--- config.mk ---
export PLATFORM = sky130hd
export DESIGN_NAME = mfp_port_group
export DESIGN_NICKNAME = d
export VERILOG_FILES = /design/src/logic/mfp_pkg.sv /design/src/logic/mfp_port_group.sv /design/src/logic/mfp_p4_driver.sv /design/src/logic/mfp_p6_cell.sv
export SDC_FILE = /design/constraint.sdc
export NUM_CORES = 1
export LEC_CHECK = 0
export ABC_AREA = 1
export CAP_MARGIN = 20
export CORE_MARGIN = 2
export CORE_UTILIZATION = 42
export DETAILED_ROUTE_END_ITERATION = 10
export DONT_BUFFER_PORTS = 1
export GPL_TIMING_DRIVEN = 0
export HOLD_SLACK_MARGIN = 0.15
export PLACE_DENSITY = 0.62
export SKIP_LAST_GASP = 1
export SLEW_MARGIN = 20
export SYNTH_ARGS = -nofsm -noshare
export SYNTH_HDL_FRONTEND = slang
export SYNTH_SLANG_ARGS = --single-unit
--- constraint.sdc ---
create_clock -name mclk_i -period 3.11 [get_ports mclk_i]
set_input_delay 0.1555 -clock mclk_i [delete_from_list [all_inputs] [get_ports mclk_i]]
set_output_delay 0.1555 -clock mclk_i [all_outputs]
set_load 0.02 [all_outputs]
--- src/logic/mfp_pkg.sv ---
package mfp_pkg;

  localparam int          MFP_AW        = 16;
  localparam int          MFP_DW        = 32;
  localparam int          MFP_IW        = 14;
  localparam int          MFP_P5_W      = 5;
  localparam int          MFP_WAKE_W    = 4;

  // register indices, byte address is four times the index
  localparam logic [13:0] IDX_P3_LATCH  = 14'h0003;
  localparam logic [13:0] IDX_P4_LATCH  = 14'h0004;
  localparam logic [13:0] IDX_P5_LATCH  = 14'h0005;
  localparam logic [13:0] IDX_P6_LATCH  = 14'h0006;
  localparam logic [13:0] IDX_P4_TYPE   = 14'h000a;
  localparam logic [13:0] IDX_P3_PINS   = 14'h000d;
  localparam logic [13:0] IDX_P4_PINS   = 14'h000e;
  localparam logic [13:0] IDX_P5_PINS   = 14'h000f;
  localparam logic [13:0] IDX_P6_DIR    = 14'h0f9b;
  localparam logic [13:0] IDX_P6_INEN   = 14'h0f9c;
  localparam logic [13:0] IDX_WAKE_SEL  = 14'h0fa0;
  localparam logic [13:0] IDX_SYSCTL1   = 14'h0fa1;
  localparam logic [13:0] IDX_P6_BITOP  = 14'h0fa3;

  // reset values
  localparam logic [7:0]  RST_P3_LATCH  = 8'hff;
  localparam logic [7:0]  RST_P4_LATCH  = 8'hff;
  localparam logic [4:0]  RST_P5_LATCH  = 5'h1f;
  localparam logic [7:0]  RST_P6_LATCH  = 8'h00;
  localparam logic [7:0]  RST_P4_TYPE   = 8'h00;
  localparam logic [7:0]  RST_P6_DIR    = 8'h00;
  localparam logic [7:0]  RST_P6_INEN   = 8'hff;
  localparam logic [3:0]  RST_WAKE_SEL  = 4'h0;
  localparam logic [7:0]  RST_SYSCTL1   = 8'h00;

  // field positions
  localparam int          SYS_STOP_BIT  = 7;
  localparam int          P4_SCK_BIT    = 6;
  localparam int          P4_SO_BIT     = 5;
  localparam int          P4_SI_BIT     = 4;
  localparam int          P4_TX_BIT     = 2;
  localparam int          P4_RX_BIT     = 1;
  localparam int          P6_WAKE_LSB   = 4;
  localparam int          BITOP_VAL_BIT = 3;
  localparam int          BITOP_POS_MSB = 2;
  localparam int          BITOP_POS_LSB = 0;

  function automatic logic mfp_hit(input logic [15:0] addr, input logic [13:0] idx);
    return addr == {idx, 2'b00};
  endfunction

endpackage

--- src/logic/mfp_port_group.sv ---
// Summary of operation
// - reset loads port 3 latch with ones
// - port 3 latch and pins separately addressed
// - reset: port 4 latch ones, type zeros
// - port 4 type: zero open-drain, one push-pull
// - port 4 carries serial2 and uart2 pins
// - port 4 pin register read-only live levels
// - port 5 five bits, shared with i2c
// - reset sets port 5 latch ones
// - port 5 upper three read bits zero
// - reset: port 6 inputs, enables ones
// - port 6 direction selects input or output
// - port 6 read: zero, pin, or latch
// - analog select and stop gate port 6
// - bit operation reloads enabled non-analog input bits from pins, other input bits with zero
`timescale 1ns/1ps
module mfp_port_group
  import mfp_pkg::*;
(
  input  wire logic                  mclk_i,
  input  wire logic                  rstn_i,
  input  wire logic                  psel_i,
  input  wire logic                  penable_i,
  input  wire logic                  pwrite_i,
  input  wire logic [MFP_AW-1:0]     paddr_i,
  input  wire logic [MFP_DW-1:0]     pwdata_i,
  output logic      [MFP_DW-1:0]     prdata_o,
  output logic                       pready_o,
  output logic                       pslverr_o,
  input  wire logic [7:0]            p3_pin_i,
  output logic      [7:0]            p3_pin_o,
  output logic      [7:0]            p3_pin_oe_o,
  input  wire logic [7:0]            p4_pin_i,
  output logic      [7:0]            p4_pin_o,
  output logic      [7:0]            p4_pin_oe_o,
  input  wire logic [MFP_P5_W-1:0]   p5_pin_i,
  output logic      [MFP_P5_W-1:0]   p5_pin_o,
  output logic      [MFP_P5_W-1:0]   p5_pin_oe_o,
  input  wire logic [7:0]            p6_pin_i,
  output logic      [7:0]            p6_pin_o,
  output logic      [7:0]            p6_pin_oe_o,
  input  wire logic                  serial2_clock_out_i,
  input  wire logic                  serial2_data_out_i,
  input  wire logic                  uart2_transmit_i,
  output logic                       serial2_clock_pin_o,
  output logic                       serial2_in_pin_o,
  output logic                       uart2_receive_pin_o,
  input  wire logic [MFP_P5_W-1:0]   i2c_pull_low_i,
  output logic      [MFP_P5_W-1:0]   i2c_pin_o,
  input  wire logic [7:0]            analog_channel_select_i,
  output logic      [MFP_WAKE_W-1:0] wakeup_o,
  output logic                       stop_mode_o
);

  logic [7:0]            p3_latch_q, p3_latch_d;
  logic [7:0]            p4_latch_q, p4_latch_d;
  logic [MFP_P5_W-1:0]   p5_latch_q, p5_latch_d;
  logic [7:0]            p6_latch_q, p6_latch_d;
  logic [7:0]            p4_type_q,  p4_type_d;
  logic [7:0]            p6_dir_q,   p6_dir_d;
  logic [7:0]            p6_inen_q,  p6_inen_d;
  logic [MFP_WAKE_W-1:0] wake_sel_q, wake_sel_d;
  logic [7:0]            sysctl_q,   sysctl_d;

  logic                  wr_en;
  logic                  access;
  logic                  mapped;
  logic [7:0]            p6_read;
  logic [7:0]            p4_periph;
  logic                  bitop_val;
  logic [2:0]            bitop_pos;

  // apb slave: zero wait states
  assign pready_o = 1'b1;
  assign access   = psel_i & penable_i;
  assign wr_en    = access & pwrite_i & pready_o;

  // address decode
  always_comb begin
    mapped = 1'b1;
    if (mfp_hit(paddr_i, IDX_P3_LATCH)) begin
      prdata_o = {24'h000000, p3_latch_q};
    end else if (mfp_hit(paddr_i, IDX_P3_PINS)) begin
      prdata_o = {24'h000000, p3_pin_i};
    end else if (mfp_hit(paddr_i, IDX_P4_LATCH)) begin
      prdata_o = {24'h000000, p4_latch_q};
    end else if (mfp_hit(paddr_i, IDX_P4_PINS)) begin
      prdata_o = {24'h000000, p4_pin_i};
    end else if (mfp_hit(paddr_i, IDX_P4_TYPE)) begin
      prdata_o = {24'h000000, p4_type_q};
    end else if (mfp_hit(paddr_i, IDX_P5_LATCH)) begin
      prdata_o = {27'h0, p5_latch_q};
    end else if (mfp_hit(paddr_i, IDX_P5_PINS)) begin
      prdata_o = {27'h0, p5_pin_i};
    end else if (mfp_hit(paddr_i, IDX_P6_LATCH)) begin
      prdata_o = {24'h000000, p6_read};
    end else if (mfp_hit(paddr_i, IDX_P6_DIR)) begin
      prdata_o = {24'h000000, p6_dir_q};
    end else if (mfp_hit(paddr_i, IDX_P6_INEN)) begin
      prdata_o = {24'h000000, p6_inen_q};
    end else if (mfp_hit(paddr_i, IDX_WAKE_SEL)) begin
      prdata_o = {28'h0000000, wake_sel_q};
    end else if (mfp_hit(paddr_i, IDX_SYSCTL1)) begin
      prdata_o = {24'h000000, sysctl_q};
    end else if (mfp_hit(paddr_i, IDX_P6_BITOP)) begin
      prdata_o = 32'h00000000;
    end else begin
      prdata_o = 32'h00000000;
      mapped   = 1'b0;
    end
  end

  assign pslverr_o = access & ~mapped;

  // bit operation fields
  assign bitop_val = pwdata_i[BITOP_VAL_BIT];
  assign bitop_pos = pwdata_i[BITOP_POS_MSB:BITOP_POS_LSB];

  // register next values
  always_comb begin
    p3_latch_d = p3_latch_q;
    p4_latch_d = p4_latch_q;
    p5_latch_d = p5_latch_q;
    p6_latch_d = p6_latch_q;
    p4_type_d  = p4_type_q;
    p6_dir_d   = p6_dir_q;
    p6_inen_d  = p6_inen_q;
    wake_sel_d = wake_sel_q;
    sysctl_d   = sysctl_q;
    if (wr_en) begin
      if (mfp_hit(paddr_i, IDX_P3_LATCH)) begin
        p3_latch_d = pwdata_i[7:0];
      end else if (mfp_hit(paddr_i, IDX_P4_LATCH)) begin
        p4_latch_d = pwdata_i[7:0];
      end else if (mfp_hit(paddr_i, IDX_P4_TYPE)) begin
        p4_type_d = pwdata_i[7:0];
      end else if (mfp_hit(paddr_i, IDX_P5_LATCH)) begin
        p5_latch_d = pwdata_i[MFP_P5_W-1:0];
      end else if (mfp_hit(paddr_i, IDX_P6_LATCH)) begin
        p6_latch_d = pwdata_i[7:0];
      end else if (mfp_hit(paddr_i, IDX_P6_DIR)) begin
        p6_dir_d = pwdata_i[7:0];
      end else if (mfp_hit(paddr_i, IDX_P6_INEN)) begin
        p6_inen_d = pwdata_i[7:0];
      end else if (mfp_hit(paddr_i, IDX_WAKE_SEL)) begin
        wake_sel_d = pwdata_i[MFP_WAKE_W-1:0];
      end else if (mfp_hit(paddr_i, IDX_SYSCTL1)) begin
        sysctl_d = pwdata_i[7:0];
      end else if (mfp_hit(paddr_i, IDX_P6_BITOP)) begin
        // read-modify-write from the read view: enabled non-analog input bits take pins, other input bits zero
        p6_latch_d = p6_read;
        p6_latch_d[bitop_pos] = bitop_val;
      end
    end
  end

  always_ff @(posedge mclk_i or negedge rstn_i) begin
    if (!rstn_i) begin
      p3_latch_q <= RST_P3_LATCH;
      p4_latch_q <= RST_P4_LATCH;
      p4_type_q  <= RST_P4_TYPE;
      p5_latch_q <= RST_P5_LATCH;
      p6_latch_q <= RST_P6_LATCH;
      p6_dir_q   <= RST_P6_DIR;
      p6_inen_q  <= RST_P6_INEN;
      wake_sel_q <= RST_WAKE_SEL;
      sysctl_q   <= RST_SYSCTL1;
    end else begin
      p3_latch_q <= p3_latch_d;
      p4_latch_q <= p4_latch_d;
      p4_type_q  <= p4_type_d;
      p5_latch_q <= p5_latch_d;
      p6_latch_q <= p6_latch_d;
      p6_dir_q   <= p6_dir_d;
      p6_inen_q  <= p6_inen_d;
      wake_sel_q <= wake_sel_d;
      sysctl_q   <= sysctl_d;
    end
  end

  // port 3: sink-only, latch one releases the pin
  assign p3_pin_o    = 8'h00;
  assign p3_pin_oe_o = ~p3_latch_q;

  // port 5: sink-only, shared with i2c pull-down
  assign p5_pin_o    = {MFP_P5_W{1'b0}};
  assign p5_pin_oe_o = ~p5_latch_q | i2c_pull_low_i;
  assign i2c_pin_o   = p5_pin_i;

  // port 4 peripheral mux
  always_comb begin
    p4_periph              = 8'hff;
    p4_periph[P4_SCK_BIT]  = serial2_clock_out_i;
    p4_periph[P4_SO_BIT]   = serial2_data_out_i;
    p4_periph[P4_TX_BIT]   = uart2_transmit_i;
  end

  assign serial2_clock_pin_o = p4_pin_i[P4_SCK_BIT];
  assign serial2_in_pin_o    = p4_pin_i[P4_SI_BIT];
  assign uart2_receive_pin_o = p4_pin_i[P4_RX_BIT];

  mfp_p4_driver #(
    .W (8)
  ) u_p4_driver (
    .latch_i      (p4_latch_q),
    .push_pull_i  (p4_type_q),
    .periph_out_i (p4_periph),
    .pin_o        (p4_pin_o),
    .pin_oe_o     (p4_pin_oe_o)
  );

  mfp_p6_cell #(
    .W (8)
  ) u_p6_cell (
    .latch_i      (p6_latch_q),
    .dir_i        (p6_dir_q),
    .inen_i       (p6_inen_q),
    .analog_sel_i (analog_channel_select_i),
    .stop_i       (sysctl_q[SYS_STOP_BIT]),
    .pin_i        (p6_pin_i),
    .pin_o        (p6_pin_o),
    .pin_oe_o     (p6_pin_oe_o),
    .read_o       (p6_read)
  );

  // key-on wakeup only on the upper four pins
  assign wakeup_o    = wake_sel_q & p6_pin_i[7:P6_WAKE_LSB];
  assign stop_mode_o = sysctl_q[SYS_STOP_BIT];

  // checks
  property p_p3_reset;
    @(posedge mclk_i) $rose(rstn_i) |-> p3_latch_q == RST_P3_LATCH && p3_pin_oe_o == 8'h00;
  endproperty
  a_p3_reset: assert property (p_p3_reset) else $error("port 3 latch not ones after reset");

  property p_p4_reset;
    @(posedge mclk_i) $rose(rstn_i) |-> p4_latch_q == RST_P4_LATCH && p4_type_q == RST_P4_TYPE;
  endproperty
  a_p4_reset: assert property (p_p4_reset) else $error("port 4 reset values wrong");

  property p_p6_reset;
    @(posedge mclk_i) $rose(rstn_i) |->
      p6_dir_q == RST_P6_DIR && p6_inen_q == RST_P6_INEN && p6_pin_oe_o == 8'h00;
  endproperty
  a_p6_reset: assert property (p_p6_reset) else $error("port 6 not input after reset");

  property p_p5_reset;
    @(posedge mclk_i) $rose(rstn_i) |-> p5_latch_q == RST_P5_LATCH;
  endproperty
  a_p5_reset: assert property (p_p5_reset) else $error("port 5 latch not ones after reset");

  property p_p3_pins_read;
    @(posedge mclk_i) disable iff (!rstn_i)
      access && !pwrite_i && mfp_hit(paddr_i, IDX_P3_PINS) |-> prdata_o[7:0] == p3_pin_i;
  endproperty
  a_p3_pins_read: assert property (p_p3_pins_read) else $error("port 3 pin read wrong");

  property p_p4_drive;
    @(posedge mclk_i) disable iff (!rstn_i)
      !p4_type_q[0] && p4_latch_q[0] |-> !p4_pin_oe_o[0];
  endproperty
  a_p4_drive: assert property (p_p4_drive) else $error("open-drain pin driven high");

  property p_p4_pins_ro;
    @(posedge mclk_i) disable iff (!rstn_i)
      wr_en && mfp_hit(paddr_i, IDX_P4_PINS) |=> $stable(p4_latch_q) && $stable(p4_type_q);
  endproperty
  a_p4_pins_ro: assert property (p_p4_pins_ro) else $error("pin register write had effect");

  property p_p6_read;
    @(posedge mclk_i) disable iff (!rstn_i)
      !p6_dir_q[0] && !p6_inen_q[0] |-> !p6_read[0];
  endproperty
  a_p6_read: assert property (p_p6_read) else $error("port 6 read not zero");

  property p_p6_stop;
    @(posedge mclk_i) disable iff (!rstn_i)
      sysctl_q[SYS_STOP_BIT] |-> p6_pin_oe_o == 8'h00;
  endproperty
  a_p6_stop: assert property (p_p6_stop) else $error("port 6 driven in stop mode");

  property p_p4_write;
    @(posedge mclk_i) disable iff (!rstn_i)
      wr_en && mfp_hit(paddr_i, IDX_P4_LATCH) |=> p4_latch_q == $past(pwdata_i[7:0]);
  endproperty
  a_p4_write: assert property (p_p4_write) else $error("port 4 latch write lost");

  property p_p6_dir_out;
    @(posedge mclk_i) disable iff (!rstn_i)
      wr_en && mfp_hit(paddr_i, IDX_P6_DIR) && pwdata_i[0] && !analog_channel_select_i[0]
      && !sysctl_q[SYS_STOP_BIT] ##1 !analog_channel_select_i[0] |-> p6_pin_oe_o[0];
  endproperty
  a_p6_dir_out: assert property (p_p6_dir_out) else $error("port 6 output not enabled");

  property p_bitop;
    @(posedge mclk_i) disable iff (!rstn_i)
      wr_en && mfp_hit(paddr_i, IDX_P6_BITOP) && bitop_pos != 3'd1 && !p6_dir_q[1]
      && p6_inen_q[1] && !analog_channel_select_i[1] |=> p6_latch_q[1] == $past(p6_pin_i[1]);
  endproperty
  a_bitop: assert property (p_bitop) else $error("bit operation did not reload pin");

endmodule // mfp_port_group

--- src/logic/mfp_p4_driver.sv ---
`timescale 1ns/1ps
module mfp_p4_driver
  import mfp_pkg::*;
#(
  parameter int W = 8
) (
  input  wire logic [W-1:0] latch_i,
  input  wire logic [W-1:0] push_pull_i,
  input  wire logic [W-1:0] periph_out_i,
  output logic      [W-1:0] pin_o,
  output logic      [W-1:0] pin_oe_o
);

  logic [W-1:0] level;

  // peripheral idles high, latch high hands the pin to it
  assign level = latch_i & periph_out_i;

  // zero: sink-only, one: push-pull
  always_comb begin
    for (int i = 0; i < W; i++) begin
      pin_o[i]    = level[i];
      pin_oe_o[i] = push_pull_i[i] | ~level[i];
    end
  end

endmodule // mfp_p4_driver

--- src/logic/mfp_p6_cell.sv ---
`timescale 1ns/1ps
module mfp_p6_cell
  import mfp_pkg::*;
#(
  parameter int W = 8
) (
  input  wire logic [W-1:0] latch_i,
  input  wire logic [W-1:0] dir_i,
  input  wire logic [W-1:0] inen_i,
  input  wire logic [W-1:0] analog_sel_i,
  input  wire logic         stop_i,
  input  wire logic [W-1:0] pin_i,
  output logic      [W-1:0] pin_o,
  output logic      [W-1:0] pin_oe_o,
  output logic      [W-1:0] read_o
);

  always_comb begin
    for (int i = 0; i < W; i++) begin
      pin_o[i]    = latch_i[i];
      pin_oe_o[i] = dir_i[i] & ~analog_sel_i[i] & ~stop_i;
      if (dir_i[i]) begin
        read_o[i] = latch_i[i];
      end else if (inen_i[i] & ~analog_sel_i[i]) begin
        read_o[i] = pin_i[i];
      end else begin
        read_o[i] = 1'b0;
      end
    end
  end

endmodule // mfp_p6_cell

Yosys cells after proc, flatten, opt, wreduce, memory -nomap -nowiden
Index checks and enable logic that the tools add are counted.

storage, ports and cells
  register bits after elaboration = 65
  logic and storage cells = 155

cells by class
  muxes and demuxes = 50
  reduce and logical (&&, ||, !) cells = 11
  magnitude comparators = 2
  equality and inequality tests = 17
  bitwise logic cells = 66

operator list
  cell                  number
  $mux 8                18
  $eq 16x14->1 const B  5
  $eq 16x6->1 const B   4
  $eq 16x5->1 const B   3
  $mux 1                30
  $and 1x1->1           27
  $not 1->1             26
  $reduce_and 10->1     2
  $eq 16x4->1 const B   1
  $reduce_and 9->1      1
  $and 8x8->8           1
  $bwmux 8              1
  $ne 2x2->1 const B    4
  $not 8->8             1
  $or 1x1->1            8
  $reduce_and 8->1      1
  $reduce_and 7->1      1
  $not 5->5             1
  $or 5x5->5            1
  $reduce_and 5->1      1
  $and 4x4->4           1
  $lt 3x4->1 const B    1
  $reduce_and 4->1      1
  $demux 1 s3           1
  other kinds (5)       5

Longest topological paths before layout
Gate-level depths: netlist of the first run.

  word-level depth = 16
  gate-level depth with buffers = 14
  gate-level depth less buffers = 14

Cells and area by module
Synthesis of the first run repeated with hierarchy kept, for this count alone.

second synthesis, totals
  cell total of the unflattened synthesis = 731
  area total of the unflattened synthesis = 5124.9 µm²

modules (own cells, without submodules)
  module          seq. area each (µm²)  instances  cells an instance  area each (µm²)
  mfp_port_group  1662.8                1          634                4643.2
  mfp_p6_cell     0.0                   1          65                 351.6
  mfp_p4_driver   0.0                   1          32                 130.1

Worst setup path before layout of the first run
Ideal clock, no wire load.

  path type = input -> output
  start point = input paddr_i[15]
  end point = output prdata_o[3]
  setup slack = 1.354 ns
  data arrival time = 1.601 ns
  path buffers = 2
  data required time = 2.954 ns
  stages = 13
  cells stage by stage = nor2_1 > nand2_2 > nor2_8 > buf_6 > nand3_4 > buf_6 > o21ai_2 > nor2_1 > nand2_1 > nand2_1 > nand3_1 > nand2_1 > a21oi_1

between the ends
  word-level cells in the longest chain between the ends = 13
  elaborated cells between the ends (all ways) = 24

RTL lines
  what                RTL line               text
  start: declaration  mfp_port_group.sv:25   input wire logic [MFP_AW-1:0] paddr_i,
  $eq 16x14->1        mfp_pkg.sv:48          return addr == {idx, 2'b00};
  $mux 8              mfp_port_group.sv:103  end else if (mfp_hit(paddr_i, IDX_SYSCTL1)) begin
  $mux 8              mfp_port_group.sv:101  end else if (mfp_hit(paddr_i, IDX_WAKE_SEL)) begin
  $mux 8              mfp_port_group.sv:99   end else if (mfp_hit(paddr_i, IDX_P6_INEN)) begin
  $mux 8              mfp_port_group.sv:97   end else if (mfp_hit(paddr_i, IDX_P6_DIR)) begin
  $mux 8              mfp_port_group.sv:95   end else if (mfp_hit(paddr_i, IDX_P6_LATCH)) begin
  $mux 8              mfp_port_group.sv:93   end else if (mfp_hit(paddr_i, IDX_P5_PINS)) begin
  $mux 8              mfp_port_group.sv:91   end else if (mfp_hit(paddr_i, IDX_P5_LATCH)) begin
  $mux 8              mfp_port_group.sv:89   end else if (mfp_hit(paddr_i, IDX_P4_TYPE)) begin
  $mux 8              mfp_port_group.sv:87   end else if (mfp_hit(paddr_i, IDX_P4_PINS)) begin
  $mux 8              mfp_port_group.sv:85   end else if (mfp_hit(paddr_i, IDX_P4_LATCH)) begin
  $mux 8              mfp_port_group.sv:83   end else if (mfp_hit(paddr_i, IDX_P3_PINS)) begin
  $mux 8 (*)          mfp_port_group.sv:81   if (mfp_hit(paddr_i, IDX_P3_LATCH)) begin
  end: declaration    mfp_port_group.sv:27   output logic [MFP_DW-1:0] prdata_o,

Mark *: on every way between the ends. The rest lies on a longest branch, timed or not.

Worst setup path after layout of the first run
  start point = register p6_latch_q[5]
  end point = output prdata_o[5]

between the ends
  word-level cells in the longest chain between the ends = 9

RTL lines
  what                      RTL line               text
  start: declaration        mfp_port_group.sv:58   logic [7:0] p6_latch_q, p6_latch_d;
  start signal: assignment  mfp_port_group.sv:173  p6_latch_q <= p6_latch_d;
  $mux 1                    mfp_p6_cell.sv:22      if (dir_i[i]) begin
  $mux 8                    mfp_port_group.sv:95
  $mux 8                    mfp_port_group.sv:93
  $mux 8                    mfp_port_group.sv:91
  $mux 8                    mfp_port_group.sv:89
  $mux 8                    mfp_port_group.sv:87
  $mux 8                    mfp_port_group.sv:85
  $mux 8                    mfp_port_group.sv:83
  $mux 8                    mfp_port_group.sv:81

No other way between the ends.

==> results.md, run 1 <==
- Synthesized area per cell: 6.89 um2
- Sequential area share after synthesis: 34.4%
- WP data arrival: 2.23 ns
- Slew Limit Fails: 0
- Relative slew slack: 22.3%
- Peak supply drop: 0.290 mV
- Seq cells post-synth: 65
- R2R Path Start: p6_inen_q[4]$_DFFE_PN1P_
- Max frequency: 419 MHz
- Worst min-delay path class: in2reg
- CTS clk-pin slew, worst paths: 0.05 ns
- Vias in the first global route: 4103
- Max_cap viols: 0
- CTS tree: yes
- Critical Path Start Type: flip-flop
- PD cells: 375 nW/um2
- Layout Utilization: 48.7%
- Number of fill cells: 1156
- GP Congestion: 0.881
- Top cell type's share of synthesized area: 18.6%
- Via count: 4528
- Initial core utilization: 42.7%
- Fin crit period: 2.39 ns
- Worst r2r dst: p6_latch_q[4]$_DFFE_PN0P_
- Register area: 1660 um2
- Hold slack: 0.167 ns
- Worst-margin pin slew: 1.15 ns
- Hold-fix buffers, CTS: 4
- GRT Total Usage: 23.5%
- Post-Syn Area: 4840 um2
- WP data required: 2.95 ns
- Antenna-violating nets left: 0
- P_leak: 2.60 nW
- RSZ-0062 raised after global routing: false
- Post-Syn Instances: 702
- Crit-path most repeated cell: nand2_1
- Worst path cell trace: inv_1 -> o21ai_0 -> nor2_1 -> nor2_1 -> nand3_1 -> nand2_1 -> nand2_1 -> nand2_1 -> nand2_1 -> a21oi_1
- CP max FO: 2
- Final period util: 76.7%
- CP Class: reg2out
- Setup TNS: 0 ns
- HPWL Detailed: 11.1 mm
- Initial DRC count: 396
- Post-synth top area cell: dfrtp_1
- Synthesis Warnings: 0
- Hold path depth: 3
- Die Span X: 111 um
- Clock tree buffer depth: 2
- CTS root buf: clkbuf_16
- Setup Fix Bufs, Post-CTS: 0
- Antenna violations before repair: 0
- Placed cells: 881
- Post-synth top flop: dfrtp_1
- CTS Buf Count: 9
- Area occupied by multi-input gates: 2400 um2
- Placeable Area: 11300 um2
- First-pass GRT wire length: 22.4 mm
- Status: finished, final reports clean
- Synth area leaders: dfrtp_1, dfstp_2, nand2_1
- Number of synthesized flops with an enable pin: 0
- Worst Min Path Start: pwdata_i[3]
- Port-buffer cells: 0
- Initial DRT Pass Iterations: 7
- Drt wl/cell: 16.2 um
- Clk Latency, worst-skew pair: 0.34 ns
- Dpl ws: 0.920 ns
- CP Capture Type: output port
- Most numerous cell in the Yosys netlist: nand2_1
- Hold EP: p6_latch_q[7]$_DFFE_PN0P_
- Final wirelength: 14.6 mm
- Area growth syn-to-layout: 13.9%
- Leading cell types by count after synthesis: nand2_1, inv_1, nor2_1, o21ai_1, buf_4
- Total gr overflow: 0
- CTS sink cnt: 65
- Final setup fails: 0
- I/O pins: 203
- Flop2flop setup slack: 1.60 ns
- Maximum number of pins on one net before global-route repair: 66
- Setup Skew: 0.00442 ns
- Final nets: 851
- R2R depth: 7
- FP Rows: 39
- H-tree Lvls: 3
- CTS resizes: 0
- Ant. Diodes: 0
- Library cells used by synthesis: 40
- Largest stage delay, worst path: 0.46 ns
- Final cell count without fillers: 901
- # DRC: 0
- Share of layout cells above drive strength 1: 22.6%
- Final hold violation count: 0
- Synth async-reset ratio: 100%
- Slowest CP cell: dfrtp_1
- Die height: 111 um
- Setup WS post-layout: 0.725 ns
- Die Area: 12400 um2
- Via/cell ratio: 5.03
==> layout make-up <==
| class | count | area share, % |
|---|---|---|
| Multi-Input combinational cell | 492 | 43.5 |
| Sequential cell | 65 | 30.2 |
| Buffer | 73 | 9.17 |
| Inverter | 108 | 7.40 |
| Clock buffer | 13 | 4.72 |
| Tap cell | 143 | 3.25 |
| Timing Repair Buffer | 4 | 1.04 |
| Clock inverter | 3 | 0.726 |
==> metal layers <==
metal	global-route usage, %	vias to the layer above	part of all wire [%]
li1	-	2245	-
met1	31.9	2046	43
met2	35.7	212	45
met3	6.97	25	9.2
met4	8.48	0	2.6
met5	0	-	0
==> sequential cells by signal (all words and copies together), names as in the netlist <==
register / flops
p5_latch_q: 5
p6_inen_q: 8
p6_dir_q: 8
wake_sel_q: 4
p6_latch_q: 8
sysctl_q: 8
p4_latch_q: 8
p3_latch_q: 8
p4_type_q: 8
==> kinds of logic after synthesis <==
group | Yosys count | share of synthesized area [%]
other | 2 | 0.155
buffers and inverters | 181 | 18.9
flip-flops | 65 | 34.4
multiplexers | 3 | 0.698
AO/OA/AOI/OAI | 129 | 15.5
AND/OR/NAND/NOR | 322 | 30.4
==> how the worst max path moves through the flow <==
stage          slack, ns                      start           to
3_5_place_dp        0.92                paddr_i[15]  prdata_o[5]
3_3_place_gp        0.95                paddr_i[15]  prdata_o[5]
2_1_floorplan       1.35                paddr_i[15]  prdata_o[3]
4_1_cts             0.77    sysctl_q[7]$_DFFE_PN0P_  prdata_o[7]
5_1_grt             0.60  p6_latch_q[5]$_DFFE_PN0P_  prdata_o[5]
6_report            0.72  p6_latch_q[5]$_DFFE_PN0P_  prdata_o[5]
==> placed cells by master, fill, tap and decap left out, types with 2 or more instances in the layout <==
cell type      netlist  routed
nand3_1             36      36
clkbuf_8             0       2
nor3_1               9       9
dfstp_2             29      29
o21ai_0             30      30
o211ai_1             4       4
o21ai_1             55      55
inv_1               95      95
clkinv_2             0       2
o21a_1               3       3
nand2_1            180     180
nand2_2              6       6
a21oi_1             12      12
clkbuf_16            0       9
clkbuf_1            10      12
buf_2                8       8
mux2_2               3       3
dlygate4sd3_1        0       3
inv_2               12      12
nor2_1              60      60
buf_6                4       4
conb_1               2      38
nand2_4              2       2
nor2_2               4       4
o21ai_2             19      19
nand3_2              6       6
dfrtp_1             36      36
nor2_4               6       6
nand4_1              5       5
buf_4               51      51
or2_0                2       2
==> through the flow <==
| step | area, um2 | total power, W |
|---|---|---|
| floorplan | 4970 | 0.00101 |
| global placement | 5150 | 0.00103 |
| detailed placement | 5150 | 0.00103 |
| CTS | 5510 | 0.00207 |
| global route | 5510 | 0.00213 |
| finish | 5510 | 0.00207 |
==> where the power goes <==
| group | total, W | leakage [nW] | internal [W] | switching (W) |
|---|---|---|---|---|
| combinational | 0.000195 | 1.68 | 0.0000632 | 0.000132 |
| clock | 0.00102 | 0.150 | 0.000661 | 0.000361 |
| sequential | 0.000849 | 0.776 | 0.000849 | 0.000000116 |
| total | 0.00207 | 2.60 | 0.00157 | 0.000493 |
==> worst max-delay path, delay by kind of cell, from the launching register on <==
family | cells | cell delay (ns)
DFF | 1 | 0.46
AOI/OAI and AO/OA | 2 | 0.75
buffers and inverters | 1 | 0.12
and+or+nand+nor | 7 | 0.57
(Power assumes the default switching activity.)
==> run 2: changes to the inputs <==
==> constraint.sdc (replaced) <==
create_clock -name mclk_i -period 2.4 [get_ports mclk_i]
set_input_delay 0.12 -clock mclk_i [delete_from_list [all_inputs] [get_ports mclk_i]]
set_output_delay 0.12 -clock mclk_i [all_outputs]
set_load 0.02 [all_outputs]
==> run 2 against run 1 <==
Final area increased by 0.45%; register-to-register slack got worse by 0.70 ns; worst hold slack improved by 0.0090 ns; die area unchanged; global-route usage increased by 0.081 points; core utilization increased by 0.22 points; non-clock buffer count increased by 2; final cell count increased by 0.22%; clock skew increased by 0.0011 ns; setup slack got worse by 0.59 ns; critical path depth decreased by 2; sequential share of layout area decreased by 0.14 points.
==> results.md, run 2 (synthesis results as in run 1) <==
- Global route hottest layer: met2
- First-pass GRT wire length: 22.5 mm (+0.37%)
- Total gr overflow: 0 (unchanged)
- Setup WS post-layout: 0.132 ns (-0.593 ns)
- Setup TNS: 0 ns (unchanged)
- CTS root buf: clkbuf_16
- Power Total: 0.00268 W (+30%)
- Setup Fix Bufs, Post-CTS: 0 (unchanged)
- Worst Min Path Start: pwdata_i[1]
- CTS clk-pin slew, worst paths: 0.05 ns (about the same)
- Port-buffer cells: 0 (unchanged)
- Final period util: 94.5%
- GR Util met2: 36.0% (+0.28 points)
- Die Area: 12400 um2 (unchanged)
- FP Rows: 39 (unchanged)
- Initial DRC count: 326 (-18%)
- Via/cell ratio: 5.04 (+0.33%)
- Relative slew slack: 25.8% (+3.5 points)
- Via count: 4553 (+0.55%)
- Maximum number of pins on one net before global-route repair: 66 (unchanged)
- Clock tree buffer depth: 2 (unchanged)
- Critical Path Start Type: flip-flop
- CTS sink cnt: 65 (unchanged)
- GP Congestion: 0.881 (unchanged)
- Worst r2r dst: p6_latch_q[4]$_DFFE_PN0P_
- Placeable Area: 11300 um2 (unchanged)
- Max frequency: 441 MHz
- R2R depth: 7 (unchanged)
- Worst path cell trace: nand3_1 -> o21ai_0 -> nand2_1 -> nand4_1 -> o21ai_1 -> nand3_1 -> nand2_1 -> a21oi_1
- WP data arrival: 2.15 ns (-0.08 ns)
- CTS tree: yes
- Share of layout cells above drive strength 1: 22.8% (+0.20 points)
- Max_cap viols: 0 (unchanged)
- Status: finished, final reports clean
- Fin area: 5540 um2 (+0.45%)
- I/O pins: 203 (unchanged)
- Ant. Diodes: 0 (unchanged)
- Peak supply drop: 0.374 mV (+29%)
- Die height: 111 um (unchanged)
- Antenna violations before repair: 0 (unchanged)
- Hold EP: p6_latch_q[2]$_DFFE_PN0P_
- Met3 Use GR: 6.97% (unchanged)
- Clk Latency, worst-skew pair: 0.34 ns (about the same)
- H-tree Lvls: 3 (unchanged)
- CP max FO: 3 (+1)
- HPWL Detailed: 11.1 mm (unchanged)
- Final nets: 853 (+0.24%)
- Worst-margin pin slew: 1.10 ns (-0.0524 ns)
- Most frequent cells in the layout: nand2_1, inv_1, nor2_1
- Leading cell type in the layout, fill and taps excluded: nand2_1
- P_leak: 2.62 nW (+0.45%)
- Dpl ws: 0.281 ns (-0.639 ns)
- Slowest CP cell: dfstp_2
- Initial core utilization: 42.7% (unchanged)
- Number of fill cells: 1155 (-0.087%)
- CTS Buf Count: 9 (unchanged)
- Area occupied by multi-input gates: 2400 um2 (+0.16%)
- RSZ-0062 raised after global routing: false
- Antenna-violating nets left: 0 (unchanged)
- Final hold violation count: 0 (unchanged)
- Die Span X: 111 um (unchanged)
- Vias in the first global route: 4128 (+0.61%)
- Initial DRT Pass Iterations: 5 (-2)
- Area growth syn-to-layout: 14.4%
- Largest stage delay, worst path: 0.56 ns (+0.10 ns)
- Register area: 1660 um2 (unchanged)
- R2R Path Start: p6_inen_q[4]$_DFFE_PN1P_
- CP Capture Type: output port
- Worst min-delay path class: in2reg
- # DRC: 0 (unchanged)
- Setup Skew: 0.00547 ns (+0.00105 ns)
- Drt wl/cell: 16.3 um (+0.59%)
- CP Class: reg2out
- WP data required: 2.28 ns (-0.67 ns)
- Final wirelength: 14.7 mm (+0.81%)
- Placed Area: 5150 um2 (unchanged)
- Flop2flop setup slack: 0.90 ns (-0.70 ns)
- Slew Limit Fails: 0 (unchanged)
- PD cells: 484 nW/um2 (+29%)
- Fin crit period: 2.27 ns
- Final setup fails: 0 (unchanged)
- GRT Total Usage: 23.5% (+0.081 points)
- M1 GR Usage: 31.9% (unchanged)
- Hold path depth: 5 (+2)
## run 2: cell types whose count changed in the layout (fill, tap and decap cells not counted)
cell,change
clkbuf_1,-1
clkbuf_2,+1
dlygate4sd3_1,+2
a21oi_2,+1
a21oi_1,-1
## run 2: metal layers
layer	part of all wire [%]	wire [um]
met5	0	0
met4	2.4	360
met3	10	1480
met2	45	6620
met1	42	6250
## run 2: timing repair
action	4_1_cts	5_1_grt
endpoints found under the hold margin	82	0
endpoints found under the setup margin	0	2
gates resized for setup	0	3
hold buffers	6	0
## run 2: metrics by stage
step / utilization [%] / instances / hold WS, ns
2_1_floorplan: - / 738 / -0.176
4_1_cts: 48.9 / 903 / 0.177
6_report: 48.9 / 903 / 0.176
3_3_place_gp: 45.5 / 881 / -0.174
5_1_grt: 48.9 / 903 / 0.195
3_5_place_dp: 45.5 / 881 / -0.174
## run 2: layout make-up
| class | count | area share [%] |
|---|---|---|
| Sequential cell | 65 | 30.0 |
| Tap cell | 143 | 3.23 |
| Clock inverter | 3 | 0.723 |
| Timing Repair Buffer | 6 | 1.40 |
| Clock buffer | 13 | 4.70 |
| Buffer | 73 | 9.15 |
| Inverter | 108 | 7.37 |
| Multi-Input combinational cell | 492 | 43.4 |
## run 2: critical path, delay by kind of cell (launching register included)
kind / cells / cell delay [ns]
AOI/OAI and AO/OA: 3 / 0.82
DFF: 1 / 0.56
and+or+nand+nor: 5 / 0.43
## run 2: worst max-delay path by stage
stage                               from           to  slack [ns]
6_report        p6_inen_q[4]$_DFFE_PN1P_  prdata_o[4]        0.13
5_1_grt        p6_latch_q[5]$_DFFE_PN0P_  prdata_o[5]        0.03
4_1_cts          sysctl_q[7]$_DFFE_PN0P_  prdata_o[7]        0.09
3_5_place_dp                 paddr_i[15]  prdata_o[5]        0.28
3_3_place_gp                 paddr_i[15]  prdata_o[5]        0.32
2_1_floorplan                paddr_i[15]  prdata_o[3]        0.71
## run 2: power by group
part           switching, W  internal, W
Clock              0.000467     0.000857
Sequential      0.000000150      0.00110
Combinational      0.000172    0.0000841
Total              0.000638      0.00204
==> run 3: changes to the inputs <==
--- a/config.mk
+++ b/config.mk
@@ -19,3 +19,4 @@
 export SYNTH_ARGS = -nofsm -noshare
 export SYNTH_HDL_FRONTEND = slang
 export SYNTH_SLANG_ARGS = --single-unit
+export TNS_END_PERCENT = 10
==> constraint.sdc (replaced) <==
create_clock -name mclk_i -period 2.6 [get_ports mclk_i]
set_input_delay 0.13 -clock mclk_i [delete_from_list [all_inputs] [get_ports mclk_i]]
set_output_delay 0.13 -clock mclk_i [all_outputs]
set_load 0.02 [all_outputs]
==> run 3 against run 2 <==
Global-route usage is essentially flat; via count is 0.44% lower; first-iteration DRC count fell by 9.2%; critical path depth is 2 higher; combinational power fell by 8.2%.
==> results.md, run 3 (synthesis results as in run 1) <==
- Reg power frac: 41.0% (about the same)
- Antenna-violating nets left: 0 (unchanged)
- CP Capture Type: output port
- Peak supply drop: 0.348 mV (-7.0%)
- Final period util: 90.3%
- Largest stage delay, worst path: 0.46 ns (-0.10 ns)
- Final nets: 852 (-0.12%)
- WP data required: 2.47 ns (+0.19 ns)
- Int Power: 0.00188 W (-7.7%)
- CP max FO: 2 (-1)
- PD cells: 448 nW/um2 (-7.3%)
- Hold EP: sysctl_q[5]$_DFFE_PN0P_
- Max_cap viols: 0 (unchanged)
- Switching share of power: 23.9% (+0.12 points)
- H-tree Lvls: 3 (unchanged)
- Hold slack: 0.159 ns (-0.0165 ns)
- Area occupied by multi-input gates: 2400 um2 (-0.16%)
- Setup TNS: 0 ns (unchanged)
- Routed wl met2: 6.58 mm (-0.63%)
- Final hold violation count: 0 (unchanged)
- Initial DRT Pass Iterations: 6 (+1)
- CTS root buf: clkbuf_16
- R2R depth: 7 (unchanged)
- Maximum number of pins on one net before global-route repair: 66 (unchanged)
- Worst Min Path Start: pwdata_i[5]
- Metal3 WL: 1.45 mm (-2.3%)
- Slowest CP cell: dfrtp_1
- Final setup fails: 0 (unchanged)
- Share of layout cells above drive strength 1: 22.5% (-0.23 points)
- Status: finished, final reports clean
- Setup crit start: p6_latch_q[5]$_DFFE_PN0P_
- Flop2flop setup slack: 1.09 ns (+0.19 ns)
- Worst r2r dst: p6_latch_q[4]$_DFFE_PN0P_
- Max frequency: 426 MHz
- HPWL Detailed: 11.1 mm (unchanged)
- Area growth syn-to-layout: 14.1%
- Logic pwr share: 9.5% (about the same)
- Leading cell type in the layout, fill and taps excluded: nand2_1
- WP depth: 10 (+2)
- Final wirelength: 14.7 mm (-0.35%)
- Port-buffer cells: 0 (unchanged)
- WP data arrival: 2.22 ns (+0.07 ns)
- RSZ-0062 raised after global routing: false
- Worst path cell trace: inv_1 -> o21ai_0 -> nor2_1 -> nor2_1 -> nand3_1 -> nand2_1 -> nand2_1 -> nand2_1 -> nand2_1 -> a21oi_1
- Antenna violations before repair: 0 (unchanged)
- Clk Latency, worst-skew pair: 0.34 ns (about the same)
- Critical Path Start Type: flip-flop
- CTS sink cnt: 65 (unchanged)
- R2R Path Start: p6_inen_q[4]$_DFFE_PN1P_
- Uppermost routed layer: met4
- Vias in the first global route: 4116 (-0.29%)
- Die Area: 12400 um2 (unchanged)
- Total gr overflow: 0 (unchanged)
- M1 WL: 6.28 mm (+0.48%)
- CTS tree: yes
- Number of fill cells: 1155 (unchanged)
- Initial core utilization: 42.7% (unchanged)
- Fin crit period: 2.35 ns
- Crit-path most repeated cell: nand2_1
- Most frequent cells in the layout: nand2_1, inv_1, nor2_1
- Hold path depth: 2 (-3)
- Ant. Diodes: 0 (unchanged)
- CP Class: reg2out
- Drt wl/cell: 16.3 um (-0.24%)
- Final cell count without fillers: 902 (-0.11%)
- GRT Total Usage: 23.5% (-0.046 points)
- Crit-path leading delay family: compound AO/OA/AOI/OAI gates
- Clock tree buffer depth: 2 (unchanged)
- I/O pins: 203 (unchanged)
- Critical path buffer and inverter count: 1 (+1)
- Clk pwr share: 49.5% (about the same)
- Relative slew slack: 23.8% (-2.0 points)
- FP Rows: 39 (unchanged)
- Setup Skew: 0.00497 ns (-0.000506 ns)
- First-pass GRT wire length: 22.5 mm (-0.18%)
- Via/cell ratio: 5.03 (-0.33%)
- Register area: 1660 um2 (unchanged)
- Setup Fix Bufs, Post-CTS: 0 (unchanged)
- Placeable Area: 11300 um2 (unchanged)
- Worst-margin pin slew: 1.13 ns (+0.0295 ns)
- Slew Limit Fails: 0 (unchanged)
- Placed cells: 881 (unchanged)
- CTS Buf Count: 9 (unchanged)
- Via count: 4533 (-0.44%)
- # DRC: 0 (unchanged)
- GP Congestion: 0.881 (unchanged)
- P_leak: 2.61 nW (-0.29%)
- Die height: 111 um (unchanged)
- Worst min-delay path class: in2reg
- Die Span X: 111 um (unchanged)
- Initial DRC count: 296 (-9.2%)
- CTS clk-pin slew, worst paths: 0.05 ns (about the same)
- P_sw: 0.000593 W (-7.1%)
[run 3: cell types whose count changed in the layout (fill, tap and decap cells not counted)]
cell	previous run	this run
a21oi_1	11	12
clkbuf_2	1	0
dlygate4sd3_1	5	4
clkbuf_1	11	12
a21oi_2	2	1
[run 3: final cells by class]
class                   instances  area share [%]
plain buffers                  73            9.15
clock buffers                  13            4.71
clock inverters                 3           0.725
inverters                     108            7.39
multi-input cells             492            43.4
flip-flops and latches         65            30.1
well taps                     143            3.24
repair buffers                  5            1.22
[run 3: metrics by stage]
stage	setup slack, ns	power, W	area, um2	util [%]
2_1_floorplan	0.895	0.00121	4970	-
3_3_place_gp	0.495	0.00123	5150	45.5
3_5_place_dp	0.461	0.00123	5150	45.5
4_1_cts	0.284	0.00248	5520	48.8
5_1_grt	0.116	0.00255	5520	48.8
6_report	0.253	0.00248	5520	48.8
[run 3: worst max-delay path by stage]
stage | to
after floorplan | prdata_o[3]
after global placement | prdata_o[5]
after detailed placement | prdata_o[5]
after CTS | prdata_o[7]
after global routing | prdata_o[5]
final | prdata_o[5]
[run 3: repair_timing]
action | in CTS | in global routing
hold buffers | 5 | 0
hold endpoints to repair | 78 | 0
gates resized for setup | 0 | 0
[run 3: layer usage]
metal	vias to the layer above	global-route usage [%]
li1	2237	-
met1	2050	31.9
met2	218	35.8
met3	28	6.97
met4	0	8.48
met5	-	0
[run 3: power groups by stage]
stage	registers, W	logic (W)	clock network (W)
after floorplan	0.00103	0.000176	0
after global placement	0.00103	0.000199	0
after detailed placement	0.00103	0.000200	0
after CTS	0.00102	0.000233	0.00123
after global routing	0.00101	0.000253	0.00128
final	0.00102	0.000235	0.00123
